### src/cpu_ctl_pkg.sv
// Shared constants and types for the CPU stack and reset control block.
package cpu_ctl_pkg;

  localparam int CLK_MHZ = 200;
  localparam int POR_FIRST_US = 1000;
  localparam int POR_EXT_US = 95000;
  localparam int WDR_HOLD_US = 2000;
  localparam int WDT_TIMEOUT_US = 8000;
  localparam int POR_FIRST_CYC = POR_FIRST_US * CLK_MHZ;
  localparam int POR_EXT_CYC = POR_EXT_US * CLK_MHZ;
  localparam int WDR_HOLD_CYC = WDR_HOLD_US * CLK_MHZ;
  localparam int WDT_TIMEOUT_CYC = WDT_TIMEOUT_US * CLK_MHZ;
  localparam int CNT_W = 25;

  localparam logic [2:0] REG_STATUS = 3'h0;
  localparam logic [2:0] REG_WDT_CLEAR = 3'h1;
  localparam logic [2:0] REG_INT_EN = 3'h2;
  localparam logic [2:0] REG_USB_ADDR = 3'h3;
  localparam logic [2:0] REG_BR_PEND = 3'h4;
  localparam logic [2:0] REG_DSP = 3'h5;

  localparam int STAT_RUN_BIT = 0;
  localparam int STAT_POR_BIT = 4;
  localparam int STAT_WDR_BIT = 6;
  localparam int BR_EN_BIT = 0;
  localparam int BR_PEND_BIT = 0;
  localparam logic [7:0] STATUS_POR_RST = 8'h11;
  localparam logic [7:0] STATUS_WDR_PAT = 8'h41;
  localparam logic [7:0] STATUS_CAUSE_MASK = 8'h50;
  localparam logic [7:0] PSP_RST = 8'h00;
  localparam logic [7:0] DSP_RST = 8'h00;
  localparam logic [7:0] REG8_RST = 8'h00;
  localparam logic [13:0] PC_RST = 14'h0000;

  typedef enum logic [3:0] {
    OP_NONE, OP_INT_ACK, OP_CALL, OP_RET, OP_RETURN_FROM_INTERRUPT, OP_PUSH, OP_POP,
    OP_LOAD_PSP, OP_SWAP_DSP, OP_FETCH, OP_EI, OP_DI
  } op_e;

  typedef enum logic [1:0] {
    AM_DATA, AM_DIRECT, AM_INDEX
  } addr_mode_e;

endpackage

### src/cpu_stack_reset_ctrl.sv
// Stack pointers, operand addressing and reset sequencing of the CPU core.
// Function
// - Reset clears program stack pointer; grows upward.
// - Program stack pointer loaded from accumulator only.
// - Interrupt entry disables interrupts, pushes two bytes.
// - Return from interrupt pops two bytes, re-enables.
// - Call pushes counter and flags, pointer plus two.
// - Return restores counter only, pointer minus two.
// - Push pre-decrements data stack pointer, then writes.
// - Pop reads at pointer, then post-increments.
// - Data stack pointer resets zero, wraps modulo 256.
// - Immediate mode takes second instruction byte directly.
// - Direct mode uses second byte as address.
// - Indexed address is constant plus index, 8-bit.
// - Both resets restore defaults and clear pointers.
// - Status bit 4 marks power-on, bit 6 watchdog.
// - After reset start at zero, nothing pushed.
// - Power-on holds CPU 1 ms then 95 ms.
// - Bus reset during extended hold starts execution.
// - Cut-short bus reset stays pending until enabled.
// - Watchdog clear write restarts; rollover resets device.
// - Watchdog reset loads status pattern, sets bit 6.
// - Watchdog reset lasts 2 ms, then address zero.
// - Stacked value is next instruction address plus flags.
//
// Added by the designer: the address-and-strobe port and the register offsets.
`timescale 1ns/100ps
module cpu_stack_reset_ctrl
  import cpu_ctl_pkg::*;
#(
  parameter int POR_FIRST_CYCLES = POR_FIRST_CYC,
  parameter int POR_EXT_CYCLES = POR_EXT_CYC,
  parameter int WDR_HOLD_CYCLES = WDR_HOLD_CYC,
  parameter int WDT_TIMEOUT_CYCLES = WDT_TIMEOUT_CYC
) (
  input wire logic CLK_I,
  input wire logic RSTN_I,
  input wire op_e OP_I,
  input wire logic OP_VALID_I,
  input wire addr_mode_e MODE_I,
  input wire logic [7:0] OPERAND_BYTE_I,
  input wire logic [7:0] ACC_I,
  input wire logic [7:0] X_I,
  input wire logic [13:0] PC_I,
  input wire logic CARRY_I,
  input wire logic ZERO_I,
  input wire logic USB_BUS_RESET_I,
  input wire logic [2:0] ADDR_I,
  input wire logic [7:0] WDATA_I,
  input wire logic WR_I,
  input wire logic RD_I,
  input wire logic [7:0] RAM_RDATA_I,
  output logic [7:0] RDATA_O,
  output logic OP_READY_O,
  output logic [7:0] RAM_ADDR_O,
  output logic [7:0] RAM_WDATA_O,
  output logic RAM_WE_O,
  output logic RAM_RE_O,
  output logic [7:0] OPERAND_O,
  output logic OPERAND_VALID_O,
  output logic PC_LOAD_O,
  output logic [13:0] PC_O,
  output logic FLAGS_LOAD_O,
  output logic CARRY_O,
  output logic ZERO_O,
  output logic GIE_O,
  output logic BUS_RESET_IRQ_O,
  output logic CPU_RUN_O,
  output logic CORE_RESET_O,
  output logic [7:0] USB_ADDR_O
);

  typedef enum logic [1:0] {PH_FIRST, PH_EXT, PH_RUN, PH_WDR} phase_e;
  typedef enum logic [3:0] {
    ST_IDLE, ST_PWR_LO, ST_PWR_HI, ST_PRD_HI, ST_PRD_LO, ST_PRD_FIN,
    ST_DPUSH, ST_DPOP, ST_DPOP_FIN, ST_FETCH, ST_FETCH_FIN
  } seq_e;

  phase_e phase_q;
  seq_e state_q;
  logic [CNT_W-1:0] cnt_q;
  logic [CNT_W-1:0] wdt_q;
  logic start_q;
  logic br_meta_q, br_sync_q, br_prev_q;
  logic br_edge;
  logic wdt_roll;
  logic wdt_clear;
  logic op_take;
  logic [7:0] psp_q, dsp_q, ram_addr_q;
  logic [7:0] push_lo_q, push_hi_q, pop_hi_q, dpush_q;
  logic is_return_from_interrupt_q;
  logic gie_q;
  logic [7:0] status_q, int_en_q, usb_addr_q;
  logic br_pend_q;
  logic pc_load_q, flags_load_q, operand_valid_q;
  logic [13:0] pc_q;
  logic carry_q, zero_q;
  logic [7:0] operand_q, rdata_q;

  // The bus reset pin is asynchronous to the core clock.
  always_ff @(posedge CLK_I or negedge RSTN_I) begin
    if (!RSTN_I) begin
      br_meta_q <= 1'b0;
      br_sync_q <= 1'b0;
      br_prev_q <= 1'b0;
    end else begin
      br_meta_q <= USB_BUS_RESET_I;
      br_sync_q <= br_meta_q;
      br_prev_q <= br_sync_q;
    end
  end

  assign br_edge = br_sync_q && !br_prev_q;
  assign wdt_clear = WR_I && (ADDR_I == REG_WDT_CLEAR);
  assign wdt_roll = (phase_q == PH_RUN) && (wdt_q == CNT_W'(WDT_TIMEOUT_CYCLES - 1));
  assign op_take = OP_VALID_I && (state_q == ST_IDLE) && (phase_q == PH_RUN);

  always_ff @(posedge CLK_I or negedge RSTN_I) begin
    if (!RSTN_I) begin
      phase_q <= PH_FIRST;
      cnt_q <= '0;
      start_q <= 1'b0;
    end else begin
      start_q <= 1'b0;
      cnt_q <= cnt_q + 1'b1;
      case (phase_q)
        PH_FIRST: begin
          if (cnt_q == CNT_W'(POR_FIRST_CYCLES - 1)) begin
            phase_q <= PH_EXT;
            cnt_q <= '0;
          end
        end
        PH_EXT: begin
          if (br_edge || cnt_q == CNT_W'(POR_EXT_CYCLES - 1)) begin
            phase_q <= PH_RUN;
            start_q <= 1'b1;
          end
        end
        PH_RUN: begin
          cnt_q <= '0;
          if (wdt_roll) begin
            phase_q <= PH_WDR;
          end
        end
        PH_WDR: begin
          if (cnt_q == CNT_W'(WDR_HOLD_CYCLES - 1)) begin
            phase_q <= PH_RUN;
            start_q <= 1'b1;
          end
        end
        default: phase_q <= PH_FIRST;
      endcase
    end
  end

  always_ff @(posedge CLK_I or negedge RSTN_I) begin
    if (!RSTN_I) begin
      wdt_q <= '0;
    end else if (phase_q != PH_RUN || wdt_clear || wdt_roll) begin
      wdt_q <= '0;
    end else begin
      wdt_q <= wdt_q + 1'b1;
    end
  end

  // Stack and operand sequencer; the whole watchdog hold keeps it at defaults.
  always_ff @(posedge CLK_I or negedge RSTN_I) begin
    if (!RSTN_I) begin
      state_q <= ST_IDLE;
      psp_q <= PSP_RST;
      dsp_q <= DSP_RST;
      ram_addr_q <= REG8_RST;
      push_lo_q <= REG8_RST;
      push_hi_q <= REG8_RST;
      pop_hi_q <= REG8_RST;
      dpush_q <= REG8_RST;
      is_return_from_interrupt_q <= 1'b0;
    end else if (phase_q != PH_RUN) begin
      state_q <= ST_IDLE;
      psp_q <= PSP_RST;
      dsp_q <= DSP_RST;
      is_return_from_interrupt_q <= 1'b0;
    end else begin
      case (state_q)
        ST_IDLE: begin
          if (op_take) begin
            case (OP_I)
              OP_INT_ACK, OP_CALL: begin
                push_lo_q <= PC_I[7:0];
                push_hi_q <= {CARRY_I, ZERO_I, PC_I[13:8]};
                state_q <= ST_PWR_LO;
              end
              OP_RET, OP_RETURN_FROM_INTERRUPT: begin
                psp_q <= psp_q - 8'h01;
                is_return_from_interrupt_q <= (OP_I == OP_RETURN_FROM_INTERRUPT);
                state_q <= ST_PRD_HI;
              end
              OP_PUSH: begin
                dsp_q <= dsp_q - 8'h01;
                dpush_q <= OPERAND_BYTE_I;
                state_q <= ST_DPUSH;
              end
              OP_POP: state_q <= ST_DPOP;
              OP_LOAD_PSP: psp_q <= ACC_I;
              OP_SWAP_DSP: dsp_q <= ACC_I;
              OP_FETCH: begin
                ram_addr_q <= (MODE_I == AM_INDEX) ? 8'(OPERAND_BYTE_I + X_I) : OPERAND_BYTE_I;
                if (MODE_I != AM_DATA) begin
                  state_q <= ST_FETCH;
                end
              end
              default: state_q <= ST_IDLE;
            endcase
          end
        end
        ST_PWR_LO: begin
          psp_q <= psp_q + 8'h01;
          state_q <= ST_PWR_HI;
        end
        ST_PWR_HI: begin
          psp_q <= psp_q + 8'h01;
          state_q <= ST_IDLE;
        end
        ST_PRD_HI: begin
          psp_q <= psp_q - 8'h01;
          state_q <= ST_PRD_LO;
        end
        ST_PRD_LO: begin
          pop_hi_q <= RAM_RDATA_I;
          state_q <= ST_PRD_FIN;
        end
        ST_PRD_FIN: state_q <= ST_IDLE;
        ST_DPUSH: state_q <= ST_IDLE;
        ST_DPOP: begin
          dsp_q <= dsp_q + 8'h01;
          state_q <= ST_DPOP_FIN;
        end
        ST_DPOP_FIN: state_q <= ST_IDLE;
        ST_FETCH: state_q <= ST_FETCH_FIN;
        ST_FETCH_FIN: state_q <= ST_IDLE;
        default: state_q <= ST_IDLE;
      endcase
    end
  end

  always_comb begin
    RAM_WE_O = 1'b0;
    RAM_RE_O = 1'b0;
    RAM_ADDR_O = psp_q;
    RAM_WDATA_O = push_lo_q;
    case (state_q)
      ST_PWR_LO: RAM_WE_O = 1'b1;
      ST_PWR_HI: begin
        RAM_WE_O = 1'b1;
        RAM_WDATA_O = push_hi_q;
      end
      ST_PRD_HI, ST_PRD_LO: RAM_RE_O = 1'b1;
      ST_DPUSH: begin
        RAM_WE_O = 1'b1;
        RAM_ADDR_O = dsp_q;
        RAM_WDATA_O = dpush_q;
      end
      ST_DPOP: begin
        RAM_RE_O = 1'b1;
        RAM_ADDR_O = dsp_q;
      end
      ST_FETCH: begin
        RAM_RE_O = 1'b1;
        RAM_ADDR_O = ram_addr_q;
      end
      default: RAM_ADDR_O = psp_q;
    endcase
  end

  // Results back to the core: restored counter, flags and operand bytes.
  always_ff @(posedge CLK_I or negedge RSTN_I) begin
    if (!RSTN_I) begin
      pc_load_q <= 1'b0;
      flags_load_q <= 1'b0;
      pc_q <= PC_RST;
      carry_q <= 1'b0;
      zero_q <= 1'b0;
      operand_q <= REG8_RST;
      operand_valid_q <= 1'b0;
    end else begin
      pc_load_q <= start_q;
      flags_load_q <= 1'b0;
      operand_valid_q <= 1'b0;
      if (start_q) begin
        pc_q <= PC_RST;
      end
      if (state_q == ST_PRD_FIN) begin
        pc_q <= {pop_hi_q[5:0], RAM_RDATA_I};
        pc_load_q <= 1'b1;
        flags_load_q <= is_return_from_interrupt_q;
        carry_q <= is_return_from_interrupt_q ? pop_hi_q[7] : carry_q;
        zero_q <= is_return_from_interrupt_q ? pop_hi_q[6] : zero_q;
      end
      if (state_q == ST_DPOP_FIN || state_q == ST_FETCH_FIN) begin
        operand_q <= RAM_RDATA_I;
        operand_valid_q <= 1'b1;
      end
      if (op_take && OP_I == OP_FETCH && MODE_I == AM_DATA) begin
        operand_q <= OPERAND_BYTE_I;
        operand_valid_q <= 1'b1;
      end
      if (op_take && OP_I == OP_SWAP_DSP) begin
        operand_q <= dsp_q;
        operand_valid_q <= 1'b1;
      end
    end
  end

  // acknowledge disables / re-enable after restore
  always_ff @(posedge CLK_I or negedge RSTN_I) begin
    if (!RSTN_I) begin
      gie_q <= 1'b0;
    end else if (phase_q != PH_RUN) begin
      gie_q <= 1'b0;
    end else if (state_q == ST_PRD_FIN && is_return_from_interrupt_q) begin
      gie_q <= 1'b1;
    end else if (op_take && (OP_I == OP_INT_ACK || OP_I == OP_DI)) begin
      gie_q <= 1'b0;
    end else if (op_take && OP_I == OP_EI) begin
      gie_q <= 1'b1;
    end
  end

  always_ff @(posedge CLK_I or negedge RSTN_I) begin
    if (!RSTN_I) begin
      status_q <= STATUS_POR_RST;
    end else if (wdt_roll) begin
      // The power-on cause bit is left as it was; it is the undefined one.
      status_q <= STATUS_WDR_PAT | (status_q & (8'h01 << STAT_POR_BIT));
    end else if (phase_q == PH_RUN && WR_I && ADDR_I == REG_STATUS) begin
      // Cause bits clear on a one; other bits take the written value.
      status_q <= (WDATA_I & ~STATUS_CAUSE_MASK) | (status_q & STATUS_CAUSE_MASK & ~WDATA_I);
    end
  end

  always_ff @(posedge CLK_I or negedge RSTN_I) begin
    if (!RSTN_I) begin
      int_en_q <= REG8_RST;
      usb_addr_q <= REG8_RST;
    end else if (phase_q != PH_RUN) begin
      int_en_q <= REG8_RST;
      usb_addr_q <= REG8_RST;
    end else if (WR_I && ADDR_I == REG_INT_EN) begin
      int_en_q <= WDATA_I;
    end else if (WR_I && ADDR_I == REG_USB_ADDR) begin
      usb_addr_q <= WDATA_I;
    end
  end

  // bus reset stays pending; set wins over clear
  always_ff @(posedge CLK_I or negedge RSTN_I) begin
    if (!RSTN_I) begin
      br_pend_q <= 1'b0;
    end else if (br_edge && (phase_q == PH_EXT || phase_q == PH_RUN)) begin
      br_pend_q <= 1'b1;
    end else if (phase_q == PH_WDR) begin
      br_pend_q <= 1'b0;
    end else if (WR_I && ADDR_I == REG_BR_PEND && WDATA_I[BR_PEND_BIT]) begin
      br_pend_q <= 1'b0;
    end
  end

  // The program stack pointer is deliberately absent from the read map.
  always_ff @(posedge CLK_I or negedge RSTN_I) begin
    if (!RSTN_I) begin
      rdata_q <= REG8_RST;
    end else begin
      rdata_q <= REG8_RST;
      if (RD_I) begin
        case (ADDR_I)
          REG_STATUS: rdata_q <= status_q;
          REG_INT_EN: rdata_q <= int_en_q;
          REG_USB_ADDR: rdata_q <= usb_addr_q;
          REG_BR_PEND: rdata_q <= {7'h00, br_pend_q};
          REG_DSP: rdata_q <= dsp_q;
          default: rdata_q <= REG8_RST;
        endcase
      end
    end
  end

  assign RDATA_O = rdata_q;
  assign OP_READY_O = (state_q == ST_IDLE) && (phase_q == PH_RUN);
  assign OPERAND_O = operand_q;
  assign OPERAND_VALID_O = operand_valid_q;
  assign PC_LOAD_O = pc_load_q;
  assign PC_O = pc_q;
  assign FLAGS_LOAD_O = flags_load_q;
  assign CARRY_O = carry_q;
  assign ZERO_O = zero_q;
  assign GIE_O = gie_q;
  assign BUS_RESET_IRQ_O = br_pend_q && int_en_q[BR_EN_BIT] && gie_q;
  assign CPU_RUN_O = (phase_q == PH_RUN);
  assign CORE_RESET_O = (phase_q == PH_WDR);
  assign USB_ADDR_O = usb_addr_q;
endmodule

### config.mk
export PLATFORM = sky130hd
export DESIGN_NAME = cpu_stack_reset_ctrl
export DESIGN_NICKNAME = d
export VERILOG_FILES = /design/src/cpu_ctl_pkg.sv /design/src/cpu_stack_reset_ctrl.sv
export SDC_FILE = /design/constraint.sdc
export NUM_CORES = 1
export LEC_CHECK = 0
export BUFFER_PORTS_ARGS = -buffer_cell sky130_fd_sc_hd__buf_4
export CAP_MARGIN = 10
export CORE_ASPECT_RATIO = 1.2
export CORE_UTILIZATION = 50
export CTS_BUF_LIST = sky130_fd_sc_hd__clkbuf_4 sky130_fd_sc_hd__clkbuf_8
export DETAILED_ROUTE_END_ITERATION = 12
export PLACE_DENSITY = 0.74
export SYNTH_ARGS = -nofsm -noshare
export SYNTH_HDL_FRONTEND = slang
export SYNTH_SLANG_ARGS = --single-unit
### constraint.sdc
create_clock -name CLK_I -period 2 [get_ports CLK_I]
set_input_delay 0.2 -clock CLK_I [delete_from_list [all_inputs] [get_ports CLK_I]]
set_output_delay 0.2 -clock CLK_I [all_outputs]
set_load 0.05 [all_outputs]
==> run metrics <==
status=finished, violations left; violated checks=setup timing; first-pass GRT wire length=a little over 40000 um; IO buf count=roughly 140; TritonCTS buffer count=17; # clock sinks=~180; final setup fails=9; starting density of the core=around 52%; num ports=137; remaining routing DRC violations=0; Buf/Inv on CP=3; root buffer cell=clkbuf_8; power density over the cells=approximately 540 mW/mm2; CP Launch Point=state_q[3]$_DFFE_PN0P_; Peak Freq=approximately 480 MHz; DR iter-0 viols=approximately 560; # diodes=0; Worst setup SP type=flop; Hold Violations, Final=0; library cells used by synthesis=73; Most Frequent Cell on Critical Path=buf_6; end of the critical path=RAM_ADDR_O[0]; Top delay family on crit path=buffers and inverters; CTS tree=yes; Pre-Repair DR Iteration Count=7; Post-synth EDFFs=0; ys async rst share=between 90% and 100%; RR Endpoint=cnt_q[22]$_DFF_PN0_; vias in the first global route=8427; fin crit share=105%; antenna violations before repair=0; HP Class=in -> reg; r2r worst-path depth=7; share of cells above drive strength 1=around 30%; synthesized instance count=between 1000 and 1500; Syn Nets=~1100; Rel. slew slack=~64%; slew at the pin closest to its max-slew limit=about 0.54 ns; Die H=~150 um; worst vdd ir=roughly 470 uV; register area share after synthesis=a little under half; Pleak=around 5.8 nW; Final min period=roughly 2.1 ns; critical path class=reg -> out; final wirelength=27000 um; CP required=about 1.8 ns; DIE AREA=0.0195 mm2; Placeable Area=between 0.015 and 0.02 mm2; max-cap violations=0; Post-DRT Antenna Nets=0; syn_area_per_cell=9.35 um2; setup TNS=-0.451 ns; Clk Latency, worst-skew pair=between 0.4 and 0.5 ns; dpl hpwl=18400 um; Reg2Reg Launch Point=cnt_q[14]$_DFF_PN0_; Hold Crit Depth=2; main flop type after synthesis=dfrtp_1; CP cell instances=buf_6, nand2b_4, nor2_4, buf_6, nor3_1, a221o_1, buf_6; final slew viol count=0; CTS Buffer Depth=2; largest net degree at the start of global routing=between 50 and 60; row count=54; total gr overflow=0; Largest stage delay, worst path=0.44 ns; vias per cell=between 5 and 6; post-layout util=a little under 70%; unrepaired setup endpoints after global routing=true; Worst-path clk slew=about 0.10 ns; Nets=approximately 1300; Synth Register Bits=between 150 and 200; crit path capture type=output pin; Hold Crit Start=OPERAND_BYTE_I[5]; routed len/inst=17.8 um; largest fanout on the critical path=8; Critical Path Stages=7; CTS H-tree depth=4; Die X=around 130 um; Slowest-stage cell, CP=dfrtp_2; routability cong.=approximately 0.93; CP arrival=about 1.9 ns; DR vias=8580; worst setup margin=-0.0973 ns; Layout Skew=0.0106 ns; Ys Warns=0; reg2reg setup slack=0 ns; Synth Cell Area=between 0.009 and 0.01 mm2; GRT Overall Usage=around 27%; synthesis-to-finish area growth=34.3%
[layout by cell type, fill, tap and decap left out, types with 10 or more instances in the layout]
master         Yosys  layout
nand3_1           30      30
dfrtp_1          176     172
nor3_1            18      16
nand4_1           13      13
mux2i_1           21      20
xor2_1            30      30
o21ai_0           62      59
nand2_1          128     126
ha_1              17      14
buf_6              0      26
a21oi_1           59      50
xnor2_1           30      30
inv_1             26      25
dlygate4sd3_1      0      40
and3_1            11      11
nor2_4             0      10
clkbuf_8           0      17
nand2b_1          28      24
buf_4              3     197
a22oi_1           21      19
mux2_2            34      27
nor2_1           116     101
[per-stage QoR]
stage               setup WS [ns]  hold slack, ns  area [um2]  total power, W  cells
floorplan                  -0.189         -0.0956        9540         0.00391   1015
CTS                       -0.0727          0.0189       12300         0.00689   1507
detailed placement         0.0473           0.198       11200         0.00421   1418
finish                    -0.0973          0.0289       12700         0.00686   1520
global placement           0.0741           0.194       11200         0.00420   1418
global route               -0.159          0.0217       12700         0.00709   1520
[layer usage]
layer / vias to the layer above / track usage, % / routed length [um]
li1: 4039 / - / -
met1: 4143 / 33.1 / 10700
met2: 317 / 46.4 / 14000
met3: 81 / 4.52 / 1250
met4: 0 / 12.3 / 1040
met5: - / 0 / 0
[how the worst min path moves through the flow]
stage                                   endpoint  slack [ns]
final                     dpush_q[5]$_DFFE_PN0P_        0.03
after global routing      dpush_q[5]$_DFFE_PN0P_        0.02
after CTS                 dpush_q[5]$_DFFE_PN0P_        0.02
after detailed placement     PC_O[3]$_DFFE_PN0P_        0.20
after global placement       PC_O[3]$_DFFE_PN0P_        0.19
after floorplan              CARRY_O$_DFFE_PN0P_        -0.1
[logic make-up (layout without fill, tap and decap cells)]
| group | Yosys count | in the layout | synth area share (%) |
|---|---|---|---|
| adder cells (fa/ha/maj) | 18 | 18 | 2.45 |
| AND/OR/NAND/NOR | 414 | 415 | 21.3 |
| flip-flops | 178 | 178 | 47.0 |
| multiplexers | 55 | 55 | 6.25 |
| AO/OA/AOI/OAI | 213 | 213 | 14.1 |
| buffers and inverters | 77 | 329 | 3.34 |
| XOR/XNOR | 60 | 60 | 5.54 |
[synth_stat cells (4+ instances only)]
cell      instances  area share, %
nor3_1           18           0.95
and3_1           11           0.73
nor2_1          116            4.6
xnor2_1          30            2.8
mux2_2           34            4.0
o22ai_1           5           0.33
a21o_1            5           0.40
ha_1             17            2.2
a22oi_1          21            1.7
nor2b_1           7           0.46
o41ai_1           6           0.55
nand4_1          13           0.86
nor4_1            7           0.46
or4_1             5           0.40
mux2i_1          21            2.2
and2_1           12           0.79
xor2_1           30            2.8
dfrtp_1         176             46
a31oi_1           6           0.40
or2_2             4           0.26
a21oi_1          59            3.1
nand2_1         128            5.1
a211oi_1          9           0.71
inv_1            26            1.0
and4_1            6           0.55
nand3_1          30            1.6
o21ai_0          62            3.3
a221o_1           7           0.74
nor3b_1           4           0.32
nand2b_1         28            1.8
clkbuf_1         35            1.4
buf_2            13           0.69
[what timing repair did]
action | 4_1_cts | 5_1_grt
hold buffers | 40 | 0
gates cloned | 3 | 1
setup buffers | 14 | 12
setup endpoints to repair | 19 | 107
gates resized for setup | 46 | 72
endpoints found under the hold margin | 108 | 0
pin swaps | 9 | 14
[report_power, final]
group	internal (W)	leakage, nW	switching (W)
clock	0.00117	0.206	0.00147
sequential	0.00362	2.37	0.00000929
combinational	0.000270	3.22	0.000324
total	0.00506	5.80	0.00181
[cell type report]
cell class                 count  area, um2
clock buffer                  17        234
clock inverter                15        198
fill                        1385       5640
inverter                      26       97.6
multi-input combinational    761       5100
sequential                   178       4460
tap                          252        315
timing repair buffer         271       2340
Note: power is estimated with default switching activity, not from simulation.
